[src/shared/fpdec_consts.vh]
// Constants for the coprocessor instruction decoder
`ifndef FPDEC_CONSTS_VH
`define FPDEC_CONSTS_VH
// Register byte offsets
`define FPDEC_OFF_INSTR  8'h00
`define FPDEC_OFF_OPND   8'h04
`define FPDEC_OFF_STAT   8'h08
`define FPDEC_OFF_CTRL   8'h0C
`define FPDEC_OFF_DEC    8'h10
`define FPDEC_OFF_RES    8'h14
// Instruction word constants
`define FPDEC_LINE_F     4'hF
`define FPDEC_CPID       3'h1
`define FPDEC_OP_SUB     7'h28
`define FPDEC_OP_SSUB    7'h68
`define FPDEC_OP_DSUB    7'h6C
`define FPDEC_OP_TAN     7'h0F
`define FPDEC_OP_TANH    7'h09
// Effective address modes
`define FPDEC_EA_DREG    3'h0
`define FPDEC_EA_AREG    3'h1
`define FPDEC_EA_EXT     3'h7
`define FPDEC_EXT_ABSW   3'h0
`define FPDEC_EXT_ABSL   3'h1
`define FPDEC_EXT_PCD    3'h2
`define FPDEC_EXT_PCX    3'h3
`define FPDEC_EXT_IMM    3'h4
// Source formats
`define FPDEC_FMT_L      3'h0
`define FPDEC_FMT_S      3'h1
`define FPDEC_FMT_P      3'h3
`define FPDEC_FMT_W      3'h4
`define FPDEC_FMT_B      3'h6
`define FPDEC_FMT_BAD    3'h7
// Operand classes
`define FPDEC_CL_NORM    2'h0
`define FPDEC_CL_ZERO    2'h1
`define FPDEC_CL_INF     2'h2
`define FPDEC_CL_NAN     2'h3
// Special result kinds
`define FPDEC_RK_CALC    2'h0
`define FPDEC_RK_ZERO    2'h1
`define FPDEC_RK_ONE     2'h2
`define FPDEC_RK_NAN     2'h3
// Rounding precision codes
`define FPDEC_PR_SGL     2'h1
`define FPDEC_PR_DBL     2'h2
`define FPDEC_STAT_RST   32'h00000000
`define FPDEC_ZERO32     32'h00000000
`endif

[src/design/fpdec_top.v]
// Decoder and status unit for subtract, tangent and hyperbolic tangent
`timescale 1ns/1ps
`include "fpdec_consts.vh"
module fpdec_top (
   // APB clock and reset
   input  wire        pclk,
   input  wire        presetn,
   // APB request
   input  wire        psel,
   input  wire        penable,
   input  wire        pwrite,
   input  wire [7:0]  paddr,
   input  wire [31:0] pwdata,
   // APB answer
   output reg         pready,
   output reg  [31:0] prdata,
   output reg         pslverr,
   // Execution strobe to the arithmetic datapath
   output reg         op_start,
   output reg  [4:0]  op_select
);

   // ------------------------------------------------------------
   // Helper functions
   // ------------------------------------------------------------

   // Formats that fit in a data register
   function small_fmt;
      input [2:0] f;
      begin
         small_fmt = (f == `FPDEC_FMT_L) | (f == `FPDEC_FMT_S) |
                     (f == `FPDEC_FMT_W) | (f == `FPDEC_FMT_B);
      end
   endfunction

   // Opcode compare with the fixed zero bits of word two
   function op_is;
      input [15:0] w;
      input [6:0]  code;
      begin
         op_is = ~w[15] & ~w[13] & (w[6:0] == code);
      end
   endfunction

   // Completed write aimed at one register offset
   function wr_at;
      input       w;
      input [7:0] a;
      input [7:0] off;
      begin
         wr_at = w & (a == off);
      end
   endfunction

   // Operand class compare, shared by result and exception logic
   function cls_is;
      input [1:0] c;
      input [1:0] k;
      begin
         cls_is = (c == k);
      end
   endfunction

   // ------------------------------------------------------------
   // Registers
   // ------------------------------------------------------------
   reg  [31:0] instr_reg;
   reg  [12:0] opnd_reg;
   reg  [31:0] stat_reg;
   reg  [1:0]  ctrl_reg;
   reg  [23:0] dec_reg;
   reg  [3:0]  res_reg;

   // Transfer completes on this edge
   wire        xfer;
   wire        wr;
   assign xfer = psel & penable & pready;
   assign wr   = xfer & pwrite;

   // ------------------------------------------------------------
   // Instruction fields
   // ------------------------------------------------------------
   wire [15:0] w1;
   wire [15:0] w2;
   wire        rm;
   wire [2:0]  spec;
   wire [2:0]  dst;
   wire [2:0]  ea_m;
   wire [2:0]  ea_r;
   assign w1   = pwdata[31:16];
   assign w2   = pwdata[15:0];
   assign rm   = w2[14];
   assign spec = w2[12:10];
   assign dst  = w2[9:7];
   assign ea_m = w1[5:3];
   assign ea_r = w1[2:0];

   // Operand description fields
   wire [1:0]  cls;
   wire        sgn;
   wire        big;
   wire        dneg;
   wire        dzero;
   wire        like_inf;
   wire        f_overflow_flag;
   wire        f_underflow_flag;
   wire        f_result_inexact_flag;
   wire        f_signaling_nan_flag;
   wire        f_decimal_input_inexact_flag;
   assign cls      = opnd_reg[1:0];
   assign sgn      = opnd_reg[2];
   assign big      = opnd_reg[3];
   assign like_inf = opnd_reg[4];
   assign dneg     = opnd_reg[5];
   assign dzero    = opnd_reg[6];
   assign f_overflow_flag   = opnd_reg[8];
   assign f_underflow_flag   = opnd_reg[9];
   assign f_result_inexact_flag  = opnd_reg[10];
   assign f_signaling_nan_flag   = opnd_reg[11];
   assign f_decimal_input_inexact_flag  = opnd_reg[12];

   // ------------------------------------------------------------
   // Decode
   // ------------------------------------------------------------

   // Coprocessor header check
   wire hdr_ok;
   assign hdr_ok = (w1[15:12] == `FPDEC_LINE_F) &
                   (w1[11:9] == `FPDEC_CPID) &
                   (w1[8:6] == 3'h0);

   // Operation one-hot: sub, ssub, dsub, tan, tanh
   wire is_sub;
   wire is_ssub;
   wire is_dsub;
   wire is_tan;
   wire is_tanh;
   assign is_sub  = op_is(w2, `FPDEC_OP_SUB);
   assign is_ssub = op_is(w2, `FPDEC_OP_SSUB);
   assign is_dsub = op_is(w2, `FPDEC_OP_DSUB);
   assign is_tan  = op_is(w2, `FPDEC_OP_TAN);
   assign is_tanh = op_is(w2, `FPDEC_OP_TANH);

   // Address mode legality, only when memory form
   reg ea_ok;
   always @* begin
      case (ea_m)
         `FPDEC_EA_DREG: ea_ok = small_fmt(spec);
         `FPDEC_EA_AREG: ea_ok = 1'b0;
         `FPDEC_EA_EXT: begin
            case (ea_r)
               `FPDEC_EXT_ABSW: ea_ok = 1'b1;
               `FPDEC_EXT_ABSL: ea_ok = 1'b1;
               `FPDEC_EXT_PCD:  ea_ok = 1'b1;
               `FPDEC_EXT_PCX:  ea_ok = 1'b1;
               `FPDEC_EXT_IMM:  ea_ok = 1'b1;
               default:         ea_ok = 1'b0;
            endcase
         end
         default: ea_ok = 1'b1;
      endcase
   end

   // Legal instruction; register form ignores the address field
   wire any_op;
   wire legal;
   assign any_op = is_sub | is_ssub | is_dsub | is_tan | is_tanh;
   assign legal  = hdr_ok & any_op &
                   (~rm | (ea_ok & (spec != `FPDEC_FMT_BAD)));

   // Precision: extended unless subtract variant picks one
   wire [1:0] prec;
   assign prec = is_ssub ? `FPDEC_PR_SGL :
                 is_dsub ? `FPDEC_PR_DBL :
                 is_sub  ? ctrl_reg : 2'h0;

   // Same register in register form reads and writes one register
   wire same;
   assign same = ~rm & (spec == dst);

   // ------------------------------------------------------------
   // Special results
   // ------------------------------------------------------------
   reg [1:0] rkind;
   reg       rsign;
   always @* begin
      rkind = `FPDEC_RK_CALC;
      rsign = sgn;
      if (cls_is(cls, `FPDEC_CL_NAN)) begin
         rkind = `FPDEC_RK_NAN;
      end else if (cls_is(cls, `FPDEC_CL_ZERO)) begin
         rkind = `FPDEC_RK_ZERO;
      end else if (cls_is(cls, `FPDEC_CL_INF)) begin
         if (is_tan) begin
            rkind = `FPDEC_RK_NAN;
         end else if (is_tanh) begin
            rkind = `FPDEC_RK_ONE;
         end
      end
      if (rkind == `FPDEC_RK_CALC) begin
         rsign = dneg;
      end
   end

   // Tangent argument reduction request
   wire reduce;
   assign reduce = is_tan & cls_is(cls, `FPDEC_CL_NORM) & big;

   // ------------------------------------------------------------
   // Exception byte
   // ------------------------------------------------------------
   wire       src_inf;
   wire       decimal_input_inexact_flag_v;
   reg        x_operand_error_flag;
   reg        x_overflow_flag;
   wire [7:0] exc;
   assign src_inf = cls_is(cls, `FPDEC_CL_INF);
   assign decimal_input_inexact_flag_v = rm & (spec == `FPDEC_FMT_P) & f_decimal_input_inexact_flag;

   // Per-instruction operand error and overflow
   always @* begin
      x_operand_error_flag = like_inf;
      x_overflow_flag  = f_overflow_flag;
      if (is_tan) begin
         x_operand_error_flag = src_inf;
      end
      if (is_tanh) begin
         x_operand_error_flag = 1'b0;
         x_overflow_flag  = 1'b0;
      end
   end

   // Unordered branch and divide by zero always clear
   assign exc = {1'b0, f_signaling_nan_flag, x_operand_error_flag, x_overflow_flag,
                 f_underflow_flag, 1'b0, f_result_inexact_flag, decimal_input_inexact_flag_v};

   // ------------------------------------------------------------
   // Condition and accrued bytes
   // ------------------------------------------------------------
   wire       r_nan;
   wire       r_zero;
   wire [7:0] ccb;
   wire [7:0] acc;
   assign r_nan  = (rkind == `FPDEC_RK_NAN);
   assign r_zero = (rkind == `FPDEC_RK_ZERO) |
                   ((rkind == `FPDEC_RK_CALC) & dzero);
   // Infinity only reaches subtract; it passes through there
   assign ccb = {4'h0, rsign & ~r_nan, r_zero,
                 src_inf & ~is_tan & ~is_tanh, r_nan};
   // Accrued bits only ever set, never cleared by an operation
   assign acc = stat_reg[7:0] |
                {exc[7] | exc[6] | exc[5], exc[4], exc[3] & exc[1],
                 exc[2], exc[1] | exc[0] | exc[4], 3'h0};

   // ------------------------------------------------------------
   // APB answer timing
   // ------------------------------------------------------------

   // Access phase not yet answered; all answer flops key off it
   wire ans_due;
   assign ans_due = psel & penable & ~pready;

   // One wait state keeps pready a plain flop
   always @(posedge pclk or negedge presetn) begin
      if (!presetn) begin
         pready <= 1'b0;
      end else begin
         pready <= ans_due;
      end
   end

   // Address decode
   reg        hit;
   reg [31:0] rd_mux;
   always @* begin
      hit    = 1'b1;
      rd_mux = `FPDEC_ZERO32;
      case (paddr)
         `FPDEC_OFF_INSTR: rd_mux = instr_reg;
         `FPDEC_OFF_OPND:  rd_mux = {19'h0, opnd_reg};
         `FPDEC_OFF_STAT:  rd_mux = stat_reg;
         `FPDEC_OFF_CTRL:  rd_mux = {30'h0, ctrl_reg};
         `FPDEC_OFF_DEC:   rd_mux = {8'h0, dec_reg};
         `FPDEC_OFF_RES:   rd_mux = {28'h0, res_reg};
         default:          hit = 1'b0;
      endcase
   end

   // Read data and error, valid in the cycle pready is high
   always @(posedge pclk or negedge presetn) begin
      if (!presetn) begin
         prdata  <= `FPDEC_ZERO32;
         pslverr <= 1'b0;
      end else begin
         // Parked at zero outside the ready cycle so stale words never leak
         prdata  <= (ans_due & ~pwrite) ? rd_mux : `FPDEC_ZERO32;
         pslverr <= ans_due & ~hit;
      end
   end

   // ------------------------------------------------------------
   // Software registers
   // ------------------------------------------------------------
   wire go;
   assign go = wr_at(wr, paddr, `FPDEC_OFF_INSTR);

   always @(posedge pclk or negedge presetn) begin
      if (!presetn) begin
         instr_reg <= `FPDEC_ZERO32;
         opnd_reg  <= 13'h0;
         ctrl_reg  <= 2'h0;
      end else begin
         if (go) begin
            instr_reg <= pwdata;
         end
         if (wr_at(wr, paddr, `FPDEC_OFF_OPND)) begin
            opnd_reg <= pwdata[12:0];
         end
         if (wr_at(wr, paddr, `FPDEC_OFF_CTRL)) begin
            ctrl_reg <= pwdata[1:0];
         end
      end
   end

   // ------------------------------------------------------------
   // Execution: decode, result kind and status update
   // ------------------------------------------------------------

   // Illegal words leave status untouched; decode shows why
   always @(posedge pclk or negedge presetn) begin
      if (!presetn) begin
         dec_reg   <= 24'h0;
         res_reg   <= 4'h0;
         stat_reg  <= `FPDEC_STAT_RST;
         op_start  <= 1'b0;
         op_select <= 5'h0;
      end else begin
         op_start <= go & legal;
         if (go) begin
            dec_reg <= {legal, same, prec, rm, spec, dst,
                        ea_m, ea_r, 2'h0,
                        is_tanh, is_tan, is_dsub, is_ssub, is_sub};
            if (legal) begin
               op_select <= {is_tanh, is_tan, is_dsub, is_ssub, is_sub};
               res_reg   <= {reduce, rsign, rkind};
               // Quotient byte kept as is
               stat_reg  <= {ccb, stat_reg[23:16], exc, acc};
            end
         end else if (wr_at(wr, paddr, `FPDEC_OFF_STAT)) begin
            stat_reg <= pwdata;
         end
      end
   end

endmodule

[config.mk]
export PLATFORM = sky130hd
export DESIGN_NAME = fpdec_top
export DESIGN_NICKNAME = d
export VERILOG_FILES = /design/src/design/fpdec_top.v
export VERILOG_INCLUDE_DIRS = /design/src /design/src/shared
export SDC_FILE = /design/constraint.sdc
export NUM_CORES = 1
export LEC_CHECK = 0
export BUFFER_PORTS_ARGS = -buffer_cell sky130_fd_sc_hd__buf_4
export CAP_MARGIN = 40
export CORE_UTILIZATION = 36
export CTS_CLUSTER_SIZE = 14
export DETAILED_ROUTE_END_ITERATION = 16
export SLEW_MARGIN = 5
export SYNTH_ARGS = -nofsm -noshare
export SYNTH_HDL_FRONTEND = slang
export SYNTH_SLANG_ARGS = --single-unit
[constraint.sdc]
create_clock -name pclk -period 2.45 [get_ports pclk]
set_clock_uncertainty 0.1 [all_clocks]
set_input_delay 0.3675 -clock pclk [delete_from_list [all_inputs] [get_ports pclk]]
set_output_delay 0.3675 -clock pclk [all_outputs]
set_load 0.05 [all_outputs]
# [Yosys cells after proc, flatten, opt, wreduce, memory -nomap -nowiden]
# Index checks and enable logic that the tools add are counted.
[word_totals] elab_cells=130 register_bits=145 input_bits=45 out_inout_bits=40
[op_classes] n_mux=20 reduce_logical=13 n_bitwise=55 eq_ne=30
[op_table] cell="32-bit one-hot mux with 6 select lines" n=1
[op_table] cell="32-bit two-way mux" n=4
[op_table] cell="1-bit bitwise AND" n=32
[op_table] cell="8-bit by 4-bit == test with 1-bit output, second input constant" n=2
[op_table] cell="8-bit by 5-bit == test with 1-bit output, second input constant" n=2
[op_table] cell="2-bit two-way mux" n=8
[op_table] cell="7-bit by 4-bit == test with 1-bit output, second input constant" n=2
[op_table] cell="7-bit == test, second input constant" n=2
[op_table] cell="3-bit by 1-bit == test with 1-bit output, second input constant" n=4
[op_table] cell="3-bit == test, second input constant" n=4
[op_table] cell="3-bit logical NOT" n=4
[op_table] cell="1-bit OR" n=12
[op_table] cell="1-bit inverter" n=10
[op_table] cell="3-bit by 2-bit == test with 1-bit output, second input constant" n=3
[op_table] cell="8-bit by 3-bit == test with 1-bit output, second input constant" n=1
[op_table] cell="8-bit logical NOT" n=1
[op_table] cell="8-bit OR" n=1
[op_table] cell="7-bit by 6-bit == test with 1-bit output, second input constant" n=1
[op_table] cell="2-bit == test, second input constant" n=3
[op_table] cell="1-bit two-way mux" n=6
[op_table] cell="2-bit AND reduction" n=3
[op_table] cell="6-bit OR reduction" n=1
[op_table] cell="5-bit OR reduction" n=1
[op_table] cell="2-bit by 1-bit == test with 1-bit output, second input constant" n=2
[op_table] cell="7 further kinds" n=8

# [Logic depth before layout (Yosys ltp)]
# Gate-level depths: netlist of run 1.
[logic_depth] ltp_word=13 mapped_depth=8 ltp_nobuf=5

# [Least setup slack after synthesis of run 1]
# No wires, ideal clock.
[synth_timing] kind="register -> register" startpoint="reg pready" endpoint="reg res_reg[2]" arrival_ps=2303 stages_incl_launch_ff=8 setup_slack_ps=-77 path_cell_list="dfrtp_1 -> and4_1 -> nand3_1 -> nor3_2 -> and2_0 -> buf_2 -> buf_4 -> mux2_2"
[synth_via] elab_chain_len=4
[synth_rtl] item="start, declared" line="fpdec_top.v:15" rtl="output reg pready,"
[synth_rtl] item="start signal, assigned" line="fpdec_top.v:268" rtl="pready <= ans_due;"
[synth_rtl] item="1-bit bitwise AND" line="fpdec_top.v:77" rtl="assign xfer = psel & penable & pready;"
[synth_rtl] item="1-bit bitwise AND" line="fpdec_top.v:78" rtl="assign wr = xfer & pwrite;"
[synth_rtl] item="1-bit bitwise AND" line="fpdec_top.v:51" rtl="wr_at = w & (a == off);"
[synth_rtl] item="2-bit AND reduction (no line)"
[synth_rtl] item="end signal, assigned" line="fpdec_top.v:345" rtl="res_reg <= {reduce, rsign, rkind};"
[synth_rtl] item="end, declared" line="fpdec_top.v:72" rtl="reg [3:0] res_reg;"
# No other way between the ends.
# A chain may end at the register's enable or synchronous reset.

# [Final worst setup path of run 1]
[layout_timing] startpoint="in pwdata[15]" endpoint="reg stat_reg[27]"
[layout_via] elab_chain_len=13
[layout_rtl] item="start, declared" line="fpdec_top.v:13" rtl="input wire [31:0] pwdata,"
[layout_rtl] item="1-bit inverter *" line="fpdec_top.v:41" rtl="op_is = ~w[15] & ~w[13] & (w[6:0] == code);"
[layout_rtl] item="1-bit bitwise AND *" line="fpdec_top.v:41"
[layout_rtl] item="1-bit bitwise AND" line="fpdec_top.v:41"
[layout_rtl] item="2-bit two-way mux" line="fpdec_top.v:196" rtl="end else if (is_tanh) begin"
[layout_rtl] item="2-bit two-way mux" line="fpdec_top.v:194" rtl="if (is_tan) begin"
[layout_rtl] item="2-bit two-way mux" line="fpdec_top.v:193" rtl="end else if (cls_is(cls, `FPDEC_CL_INF)) begin"
[layout_rtl] item="2-bit two-way mux" line="fpdec_top.v:191" rtl="end else if (cls_is(cls, `FPDEC_CL_ZERO)) begin"
[layout_rtl] item="2-bit two-way mux" line="fpdec_top.v:189" rtl="if (cls_is(cls, `FPDEC_CL_NAN)) begin"
[layout_rtl] item="2-bit logical NOT (no line) or 2-bit == test (tied branches)"
[layout_rtl] item="1-bit two-way mux or 1-bit inverter (tied branches)" line="fpdec_top.v:200, fpdec_top.v:248"
[layout_rtl] item="1-bit bitwise AND" line="fpdec_top.v:248" rtl="assign ccb = {4'h0, rsign & ~r_nan, r_zero,"
[layout_rtl] item="32-bit two-way mux" line="fpdec_top.v:343" rtl="if (legal) begin"
[layout_rtl] item="32-bit two-way mux" line="fpdec_top.v:339" rtl="if (go) begin"
[layout_rtl] item="end signal, assigned" line="fpdec_top.v:334" rtl="stat_reg <= `FPDEC_STAT_RST;"
[layout_rtl] item="end signal, assigned" line="fpdec_top.v:347" rtl="stat_reg <= {ccb, stat_reg[23:16], exc, acc};"
[layout_rtl] item="end signal, assigned" line="fpdec_top.v:350" rtl="stat_reg <= pwdata;"
[layout_rtl] item="end, declared" line="fpdec_top.v:69" rtl="reg [31:0] stat_reg;"
# Every way passes the cells marked *; elsewhere a longest branch is shown, timed or not. The select of a mux whose other input is x is not followed.

==> qor.yml, run 1 <==
clock_tree:
  cts_setup_buffers: 0
  cts_buffer_depth: 2
  clkTransAtPathRegs_ps: 50
  cts_buffers: 17
  cts.sinks: 132
  cts_tree: "built"
  clk_latency_ps: 410
  cts.repair.resized: 0
  htree_levels: 4
  cts_hold_buf: 1
  root_buffer: "clkbuf_16"
worst_setup_path:
  setup.worst_path.end_class: "flip-flop"
  cp_cell_sequence: "buf_4 -> or4b_1 -> o41a_1 -> mux2_2 -> and2_0 -> a221o_1"
  slowest_stage: "or4b_1"
  worst_ep_required_time_ps: 2650
  cp_max_fo: 3
  slowest_delay_ps: 580
  reg2reg_slack_ps: 480
  cp.arrival_ps: 2270
  startpoint_type: "primary input"
  critical_path_class: "primary input to flip-flop"
grt:
  grt_pass1_vias: 4959
  grt_max_degree: 50
  grt_overflow: 0
  grt_pass1_wl_um: 26800
  antenna_found_initial: 0
  grtUsageTotal_pct: 21.2
power:
  p_leak_uw: 0.00379
  finalPower_uw: 4720
  vdd_ir_drop_max_v: 0.000486
  powerDensity_nw_per_um2: 618
timing:
  drv_slew: 0
  finalCritPeriodShare_pct: 84.6
  slew_headroom_pct: 59.7
  fin_crit_ps: 2070
  max_freq_mhz: 483
  setup-violations-final: 0
  tightest_slew_ps: 605
  rsz0062_at_grt: "no"
  hold_violations: 0
  tns_ps: 0
floorplan:
  rows: 46
  die_x_um: 130
  core_area_um2: 15900
  start_util_pct: 37.1
  die_area_um2: 16900
  io_pins: 85
  fp.dieH_um: 130
synth:
  syn_area_per_cell_um2: 10.0
  syn_area_um2: 5910
  ys_seq_area_share_pct: 55.9
  yosys.area.top_type_share_pct: 55.9
  synthCells: 590
  synth.area.top_cells: "dfrtp_1 (56%), nand2_1 (12%), mux2_2 (4.6%), a222oi_1 (3.1%), mux2_4 (2.5%)"
  yosysTopAreaCell: "dfrtp_1"
  synth_fp_nets: 635
  yosysUniqueCellTypes: 59
  yosysWarnings: 0
  synth_ff_type: "dfrtp_1"
  synth-edff-count: 0
  synth_async_sr_flop_share_pct: 100
  ys_seq_elements: 132
worst_hold_path:
  hp-class: "primary input to flip-flop"
detailed_routing:
  drtIter0Drc: 478
  ant_nets: 0
  vias: 4872
  viasPerCell: 5.24
  drtPass1Iterations: 8
  drc: 0
  totalWireLength_um: 17000
  routedWlPerCell_um: 18.3
finish:
  fin_cells: 930
  drive_gt1_share_pct: 28.6
  nets: 748
  nFillCells: 1493
  area_growth_pct: 29.5
  diodes: 0
  finish.utilization_pct: 48.0
place:
  dp.cells: 899
  io_buffer_count: 84
  hpwlAfterDp_um: 11900
  gp_congestion: 0.888
outcome:
  status: "complete, no violations"
run:
  drv_cap: 0
[cell type report]
class                   instances  area [µm²]  area share (%)
inverters                       9        33.8           0.442
multi-input cells             408        2430            31.8
clock buffers                  27         513            6.71
flip-flops and latches        132        3300            43.2
clock inverters                 3        20.0           0.262
repair buffers                135        1080            14.1
well taps                     216         270            3.53
[logic make-up (layout without fill, tap and decap cells)]
family	count (synthesis)	count (layout)	share of synthesized area, %
XOR/XNOR	4	4	0.593
flip-flops	132	132	55.9
AO/OA/AOI/OAI	95	95	11.6
buffers and inverters	50	174	3.50
AND/OR/NAND/NOR	270	270	20.4
multiplexers	39	39	7.96
[synth_stat cells, drive strengths merged, types with 5 or more instances]
cell,instances
clkbuf,30
nor3,8
a211oi,5
nand2,182
inv,9
dfrtp,132
a22oi,12
nor2,34
mux2i,5
o21ai,20
nor4,5
a222oi,18
nor4b,5
a21oi,16
mux2,34
buf,11
and2,5
[cells in the final DEF (no fill, tap or decap), types with 3 or more instances in the layout]
cell type  Yosys  final
a21o_1         3      3
nand3_1        4      3
nor2_1        34     34
and3_1         3      3
clkbuf_8       0      5
mux2_2        24     24
mux2i_1        5      5
a22oi_1       12     12
mux2_4        10     10
o21ai_0       20     20
dfrtp_1      132    131
nor2b_1        4      4
buf_4          1    129
inv_1          9      9
a21oi_1       16     16
a222oi_1      18     18
clkbuf_1      30      5
buf_12         0      5
nor3_1         7      6
nor4_1         5      5
nand4_1        4      4
a211oi_1       5      5
nor4b_1        4      3
nand2_1      181    181
clkbuf_16      0     17
xor2_1         4      4
and2_1         3      3
[report_power, final]
group,leakage [µW],internal [µW],switching [µW]
clock,0.000256,1410,872
sequential,0.00181,2190,4.73
combinational,0.00172,98.8,145
[metal layers]
layer  track usage (%)  vias to the layer above  wire [µm]
met4              8.34                        0        373
met1              27.5                     2416       7500
met2              35.4                      153       8430
li1                  -                     2275          -
met3              3.49                       28        726
met5                 0                        -          0
[critical path: cells and delay by family]
family                 cells  cell delay [ps]
AO/OA/AOI/OAI              2              760
AND/OR/NAND/NOR            2              730
multiplexers               1              280
buffers and inverters      1              130
[through the flow]
| step | worst slack [ps] | area, µm² | hold WS, ps |
|---|---|---|---|
| 2_1_floorplan | 16.8 | 5910 | -28.1 |
| 3_3_place_gp | -18.9 | 7110 | 307 |
| 3_5_place_dp | -48.6 | 7110 | 313 |
| 4_1_cts | 375 | 7650 | 58.4 |
| 5_1_grt | 300 | 7650 | 66.6 |
| 6_report | 378 | 7650 | 72.3 |
[worst paths after layout]
path,startpoint,to,cells after the start
max,pwdata[15],stat_reg[27],6
min,pwdata[22],instr_reg[22],3
max reg2reg,opnd_reg[1],stat_reg[27],5
min reg2reg,instr_reg[1],instr_reg[1],2
max in group asynchronous,presetn,stat_reg[10],3
min in group asynchronous,presetn,prdata[12],2
(Power assumes the default switching activity.)
==> inputs of run 2 (changes only) <==
==> constraint.sdc (replaced) <==
create_clock -name pclk -period 1.8 [get_ports pclk]
set_clock_uncertainty 0.1 [all_clocks]
set_input_delay 0.27 -clock pclk [delete_from_list [all_inputs] [get_ports pclk]]
set_output_delay 0.27 -clock pclk [all_outputs]
set_load 0.05 [all_outputs]
==> run 2 against run 1 <==
Effect of this change: the flow now finishes with violations (setup timing); first-iteration DRC count rose by 3.6%; global-route usage is 1.1 points higher; hold slack got worse by 58 ps; die area did not move; combinational power grew 69%; cell count grew 6.9%; routed wire length grew 4.7%; sequential share of layout area fell by 3.9 points; non-clock buffer count grew 62; register-to-register slack got worse by 480 ps; clock power grew 50%; critical path type unchanged; largest power group unchanged.
==> qor.yml, run 2 (same netlist as run 1, synthesis figures left out) <==
clock_tree:
  clkTransAtPathRegs_ps: 50
  htree_levels: 4
  cts.sinks: 132
  cts_buffer_depth: 2
  cts_tree: "built"
  root_buffer: "clkbuf_16"
  cts_buffers: 17
  clk_latency_ps: 430
floorplan:
  io_pins: 85
  fp.dieH_um: 130
  core_area_um2: 15900
  die_x_um: 130
  start_util_pct: 37.1
  die_area_um2: 16900
  rows: 46
finish:
  multi_input_area_um2: 2600
  mostFrequentLayoutCell: "nand2_1"
  diodes: 0
  nets: 811
  nFillCells: 1424
  layout_common_cells: "nand2_1 (181), buf_4 (173), dfrtp_1 (131), nor2_1 (33), a222oi_1 (18)"
  finish.utilization_pct: 52.7
  drive_gt1_share_pct: 36.2
  area_growth_pct: 42.3
  register_area_um2: 3300
power:
  powerDensity_nw_per_um2: 813
  vdd_ir_drop_max_v: 0.000626
  p_leak_uw: 0.00418
worst_setup_path:
  reg2reg_slack_ps: 0
  setup.worst_path.end_class: "flip-flop"
  cp.arrival_ps: 2060
  reg2reg_depth: 6
  worst_ep_required_time_ps: 2000
  cp-startpoint: "pwdata[15]"
  slowest_stage: "or4b_4"
  timing.rr.end: "op_select[0]"
  worstSetupPathDepth: 6
  crit_buf_inv: 1
  cp_cell_sequence: "buf_4 -> or4b_4 -> o41a_1 -> mux2_4 -> and2_1 -> a221o_1"
  crit_family: "simple AND/OR/NAND/NOR gates"
  cp_max_fo: 4
  crit_path_end: "stat_reg[27]"
  startpoint_type: "primary input"
  r2r_start: "pready"
  critical_path_class: "primary input to flip-flop"
  slowest_delay_ps: 550
grt:
  grt_pass1_vias: 5172
  grt_pass1_wl_um: 27800
  grtUsageTotal_pct: 22.3
  grt_max_degree: 55
  grt_overflow: 0
  antenna_found_initial: 0
place:
  io_buffer_count: 84
  hpwlAfterDp_um: 12500
  preCtsSetupSlack_ps: -532
  gp_congestion: 0.905
detailed_routing:
  ant_nets: 0
  routedWlPerCell_um: 17.9
  drc: 0
  vias: 5179
  totalWireLength_um: 17800
  drtPass1Iterations: 5
  drtIter0Drc: 495
  viasPerCell: 5.21
timing:
  tightest_slew_ps: 526
  fin_crit_ps: 1850
  setup_slack_ps: -53.3
  drv_slew: 0
  finalCritPeriodShare_pct: 103
  rsz0062_at_grt: "yes"
  hold_violations: 0
  slew_headroom_pct: 65.0
  setup-violations-final: 17
  max_freq_mhz: 540
outcome:
  violations: "setup timing"
  status: "finished with violations"
worst_hold_path:
  hp-class: "primary input to flip-flop"
run:
  drv_cap: 0
run 2: cell count changes in the layout (fill, tap and decap cells not counted), sizes merged, moves of 3 or more:
| cell | delta |
|---|---|
| buf | +57 |
| bufinv | +3 |
| clkbuf | -5 |
| clkinv | +3 |
| dlygate4sd3 | +5 |
run 2: per-stage QoR:
| stage | hold slack (ps) | TNS, ps | std cells | instance area, µm² | power, µW |
|---|---|---|---|---|---|
| 3_3_place_gp | 117 | -36540 | 948 | 7550 | 3420 |
| 2_1_floorplan | -126 | -19470 | 590 | 6030 | 3140 |
| 4_1_cts | 2.31 | -144 | 992 | 8290 | 6870 |
| 3_5_place_dp | 120 | -38620 | 948 | 7550 | 3430 |
| 5_1_grt | 22.0 | -1100 | 994 | 8400 | 7020 |
| 6_report | 14.1 | -329 | 994 | 8400 | 6830 |
run 2: worst min-delay path by stage:
stage | from | endpoint | slack [ps] | depth (start not counted)
after floorplan | presetn | ctrl_reg[0] | -130 | 0
after global placement | presetn | prdata[11] | 120 | 1
after detailed placement | presetn | prdata[11] | 120 | 1
after CTS | pwdata[7] | instr_reg[7] | 2 | 3
after global routing | pwdata[7] | instr_reg[7] | 20 | 3
final | pwdata[7] | instr_reg[7] | 10 | 3
run 2: timing repair:
action | 4_1_cts | 5_1_grt
hold buffers | 6 | 0
endpoints found under the hold margin | 26 | 0
setup endpoints to repair | 41 | 50
pin swaps | 3 | 6
buffers inserted | 6 | 3
gates cloned | 1 | 0
resized for setup | 12 | 20
run 2: cell type report:
type / count / share of cell area, %
clock buffer: 22 / 5.29
sequential: 132 / 39.3
multi-input combinational: 409 / 30.9
tap: 216 / 3.22
inverter: 9 / 0.402
clock inverter: 9 / 1.55
timing repair buffer: 197 / 19.3
run 2: worst min-delay path, stage by stage:
cell and delay (ps):
buf_4 120, nand2_1 60, nand2_1 60
run 2: power breakdown:
part,switching [µW],internal [µW],leakage [µW]
combinational,216,196,0.00209
clock,1270,2170,0.000278
sequential,5.77,2980,0.00181
run 2: routing by layer:
metal	up-vias	wire length (µm)	part of all wire, %	GRT usage, %
met4	0	372	2.1	8.82
met1	2562	7730	43	28.8
met3	31	922	5.2	3.77
met5	-	0	0	0
met2	181	8810	49	37.2
li1	2405	-	-	-
==> inputs of run 3 (changes only) <==
--- a/config.mk
+++ b/config.mk
@@ -8,9 +8,12 @@
 export LEC_CHECK = 0
 export BUFFER_PORTS_ARGS = -buffer_cell sky130_fd_sc_hd__buf_4
 export CAP_MARGIN = 40
-export CORE_UTILIZATION = 36
+export CELL_PAD_IN_SITES_DETAIL_PLACEMENT = 1
+export CELL_PAD_IN_SITES_GLOBAL_PLACEMENT = 1
+export CORE_UTILIZATION = 40
 export CTS_CLUSTER_SIZE = 14
 export DETAILED_ROUTE_END_ITERATION = 16
+export PLACE_DENSITY_LB_ADDON = 0.1
 export SLEW_MARGIN = 5
 export SYNTH_ARGS = -nofsm -noshare
 export SYNTH_HDL_FRONTEND = slang
==> run 3 against run 2 <==
Effect of this change: the flow still finishes with violations (setup timing); sequential share of layout area is 1.2 points higher; cell count is 4.7% lower; critical endpoint unchanged; register-to-register slack worse by 20 ps; first-iteration DRC count is 18% lower; sequential power hardly changed.
==> qor.yml, run 3 (same netlist as run 1, synthesis figures left out) <==
timing:
  setup_slack_ps: -50.3
  fin_crit_ps: 1850
  max_freq_mhz: 540
  setup-violations-final: 9
  drv_slew: 0
  rsz0062_at_grt: "yes"
  finalCritPeriodShare_pct: 103
  worst_hold_slack_ps: 13.6
  hold_violations: 0
  slew_headroom_pct: 64.9
  tightest_slew_ps: 526
grt:
  grt_pass1_vias: 5508
  grt_max_degree: 84
  grt_overflow: 0
  antenna_found_initial: 0
  grtUsageTotal_pct: 28.5
  grt_pass1_wl_um: 31500
worst_hold_path:
  holdPathStages: 3
  hp-class: "primary input to flip-flop"
outcome:
  violations: "setup timing"
  status: "finished with violations"
power:
  power_frac_clock_pct: 49.3
  intPower_uw: 5190
  powerDensity_nw_per_um2: 820
  p_leak_uw: 0.00409
  switching_power_uw: 1500
  switching_share_pct: 22.4
  p_comb_share_pct: 6.1
  pwr-share-seq_pct: 44.6
  vdd_ir_drop_max_v: 0.000667
  finalPower_uw: 6690
worst_setup_path:
  cp.arrival_ps: 2050
  reg2reg_depth: 6
  critical_path_class: "primary input to flip-flop"
  startpoint_type: "primary input"
  worst_ep_required_time_ps: 2000
  cp_cell_sequence: "buf_6 -> or4b_4 -> o41a_1 -> mux2_4 -> and2_4 -> a221o_1"
  slowest_delay_ps: 590
  setup.worst_path.end_class: "flip-flop"
  cp_max_fo: 7
  slowest_stage: "or4b_4"
finish:
  diodes: 0
  mostFrequentLayoutCell: "nand2_1"
  nets: 798
  drive_gt1_share_pct: 35.6
  area_growth_pct: 38.2
  layout_common_cells: "nand2_1 (180), buf_4 (169), dfrtp_1 (131), nor2_1 (33)"
  nFillCells: 1578
  design_area_um2: 8160
detailed_routing:
  totalWireLength_um: 20300
  viasPerCell: 5.55
  drc: 0
  drtIter0Drc: 405
  ant_nets: 0
  drtPass1Iterations: 7
  vias: 5260
  routedWlPerCell_um: 21.4
floorplan:
  die_area_um2: 15300
  start_util_pct: 40.8
  fp.dieH_um: 124
  core_area_um2: 14500
  die_x_um: 124
  io_pins: 85
  rows: 44
clock_tree:
  cts_buffer_depth: 2
  clkTransAtPathRegs_ps: 60
  cts.sinks: 132
  htree_levels: 4
  clk_latency_ps: 420
  root_buffer: "clkbuf_16"
  cts_buffers: 17
  cts_tree: "built"
place:
  io_buffer_count: 84
  place_area_um2: 7450
  gp_congestion: 0.916
  hpwlAfterDp_um: 13800
run:
  drv_cap: 0
[run 3: cell count changes in the layout (fill, tap and decap cells not counted), moves of 2 or more]
cell / delta
buf_6: -6
dlygate4sd3_1: -2
a211oi_1: +2
a211oi_2: -2
buf_4: -4
bufinv_16: -2
clkbuf_8: +4
[run 3: final timing paths]
kind / startpoint / to / slack (ps)
worst max-delay path: pwdata[4] / stat_reg[27] / -50
worst min register to register: instr_reg[6] / instr_reg[6] / 380
worst max register to register: pready / stat_reg[11] / -20
worst min-delay path: pwdata[7] / instr_reg[7] / 10
max in group asynchronous: presetn / instr_reg[7] / 850
min in group asynchronous: presetn / prdata[30] / 90
[run 3: worst max-delay path: cells and delay by family]
family / cells / cell delay (ps)
AOI/OAI and AO/OA: 2 / 640
buffers and inverters: 1 / 90
muxes: 1 / 320
and+or+nand+nor: 2 / 730
[run 3: power groups by stage]
stage	logic (µW)	registers (µW)	clock network, µW
after floorplan	93.6	3040	0
after global placement	385	3040	0
after detailed placement	395	3040	0
after CTS	413	2980	3340
after global routing	445	2980	3470
final	410	2980	3300
[run 3: metrics by stage]
stage	utilization [%]	std cells	setup slack [ps]	setup TNS (ps)
2_1_floorplan	-	590	-492	-19470
3_3_place_gp	51.5	908	-501	-35480
3_5_place_dp	51.5	908	-545	-38260
4_1_cts	56.1	946	-38.3	-125
5_1_grt	56.4	947	-64.0	-859
6_report	56.4	947	-50.3	-122
[run 3: final cells by class]
class	count	area [µm²]	share of cell area, %
clock buffers	25	495	6.07
clock inverters	4	48.8	0.598
inverters	9	33.8	0.414
multi-input cells	408	2550	31.2
flip-flops and latches	132	3300	40.5
well taps	184	230	2.82
repair buffers	185	1500	18.4
[run 3: per-layer routing]
metal | vias up | GRT usage, % | routed length [µm]
met1 | 2718 | 37.3 | 8840
met4 | 0 | 9.11 | 324
met5 | - | 0 | 0
li1 | 2376 | - | -
met3 | 18 | 5.86 | 882
met2 | 148 | 47.1 | 10200
[run 3: what timing repair did]
action	CTS	global route
setup buffers	4	1
endpoints found under the hold margin	136	0
hold buffers	4	0
gates cloned	1	0
setup endpoints to repair	45	46
gates resized for setup	15	10
pin swaps	2	4
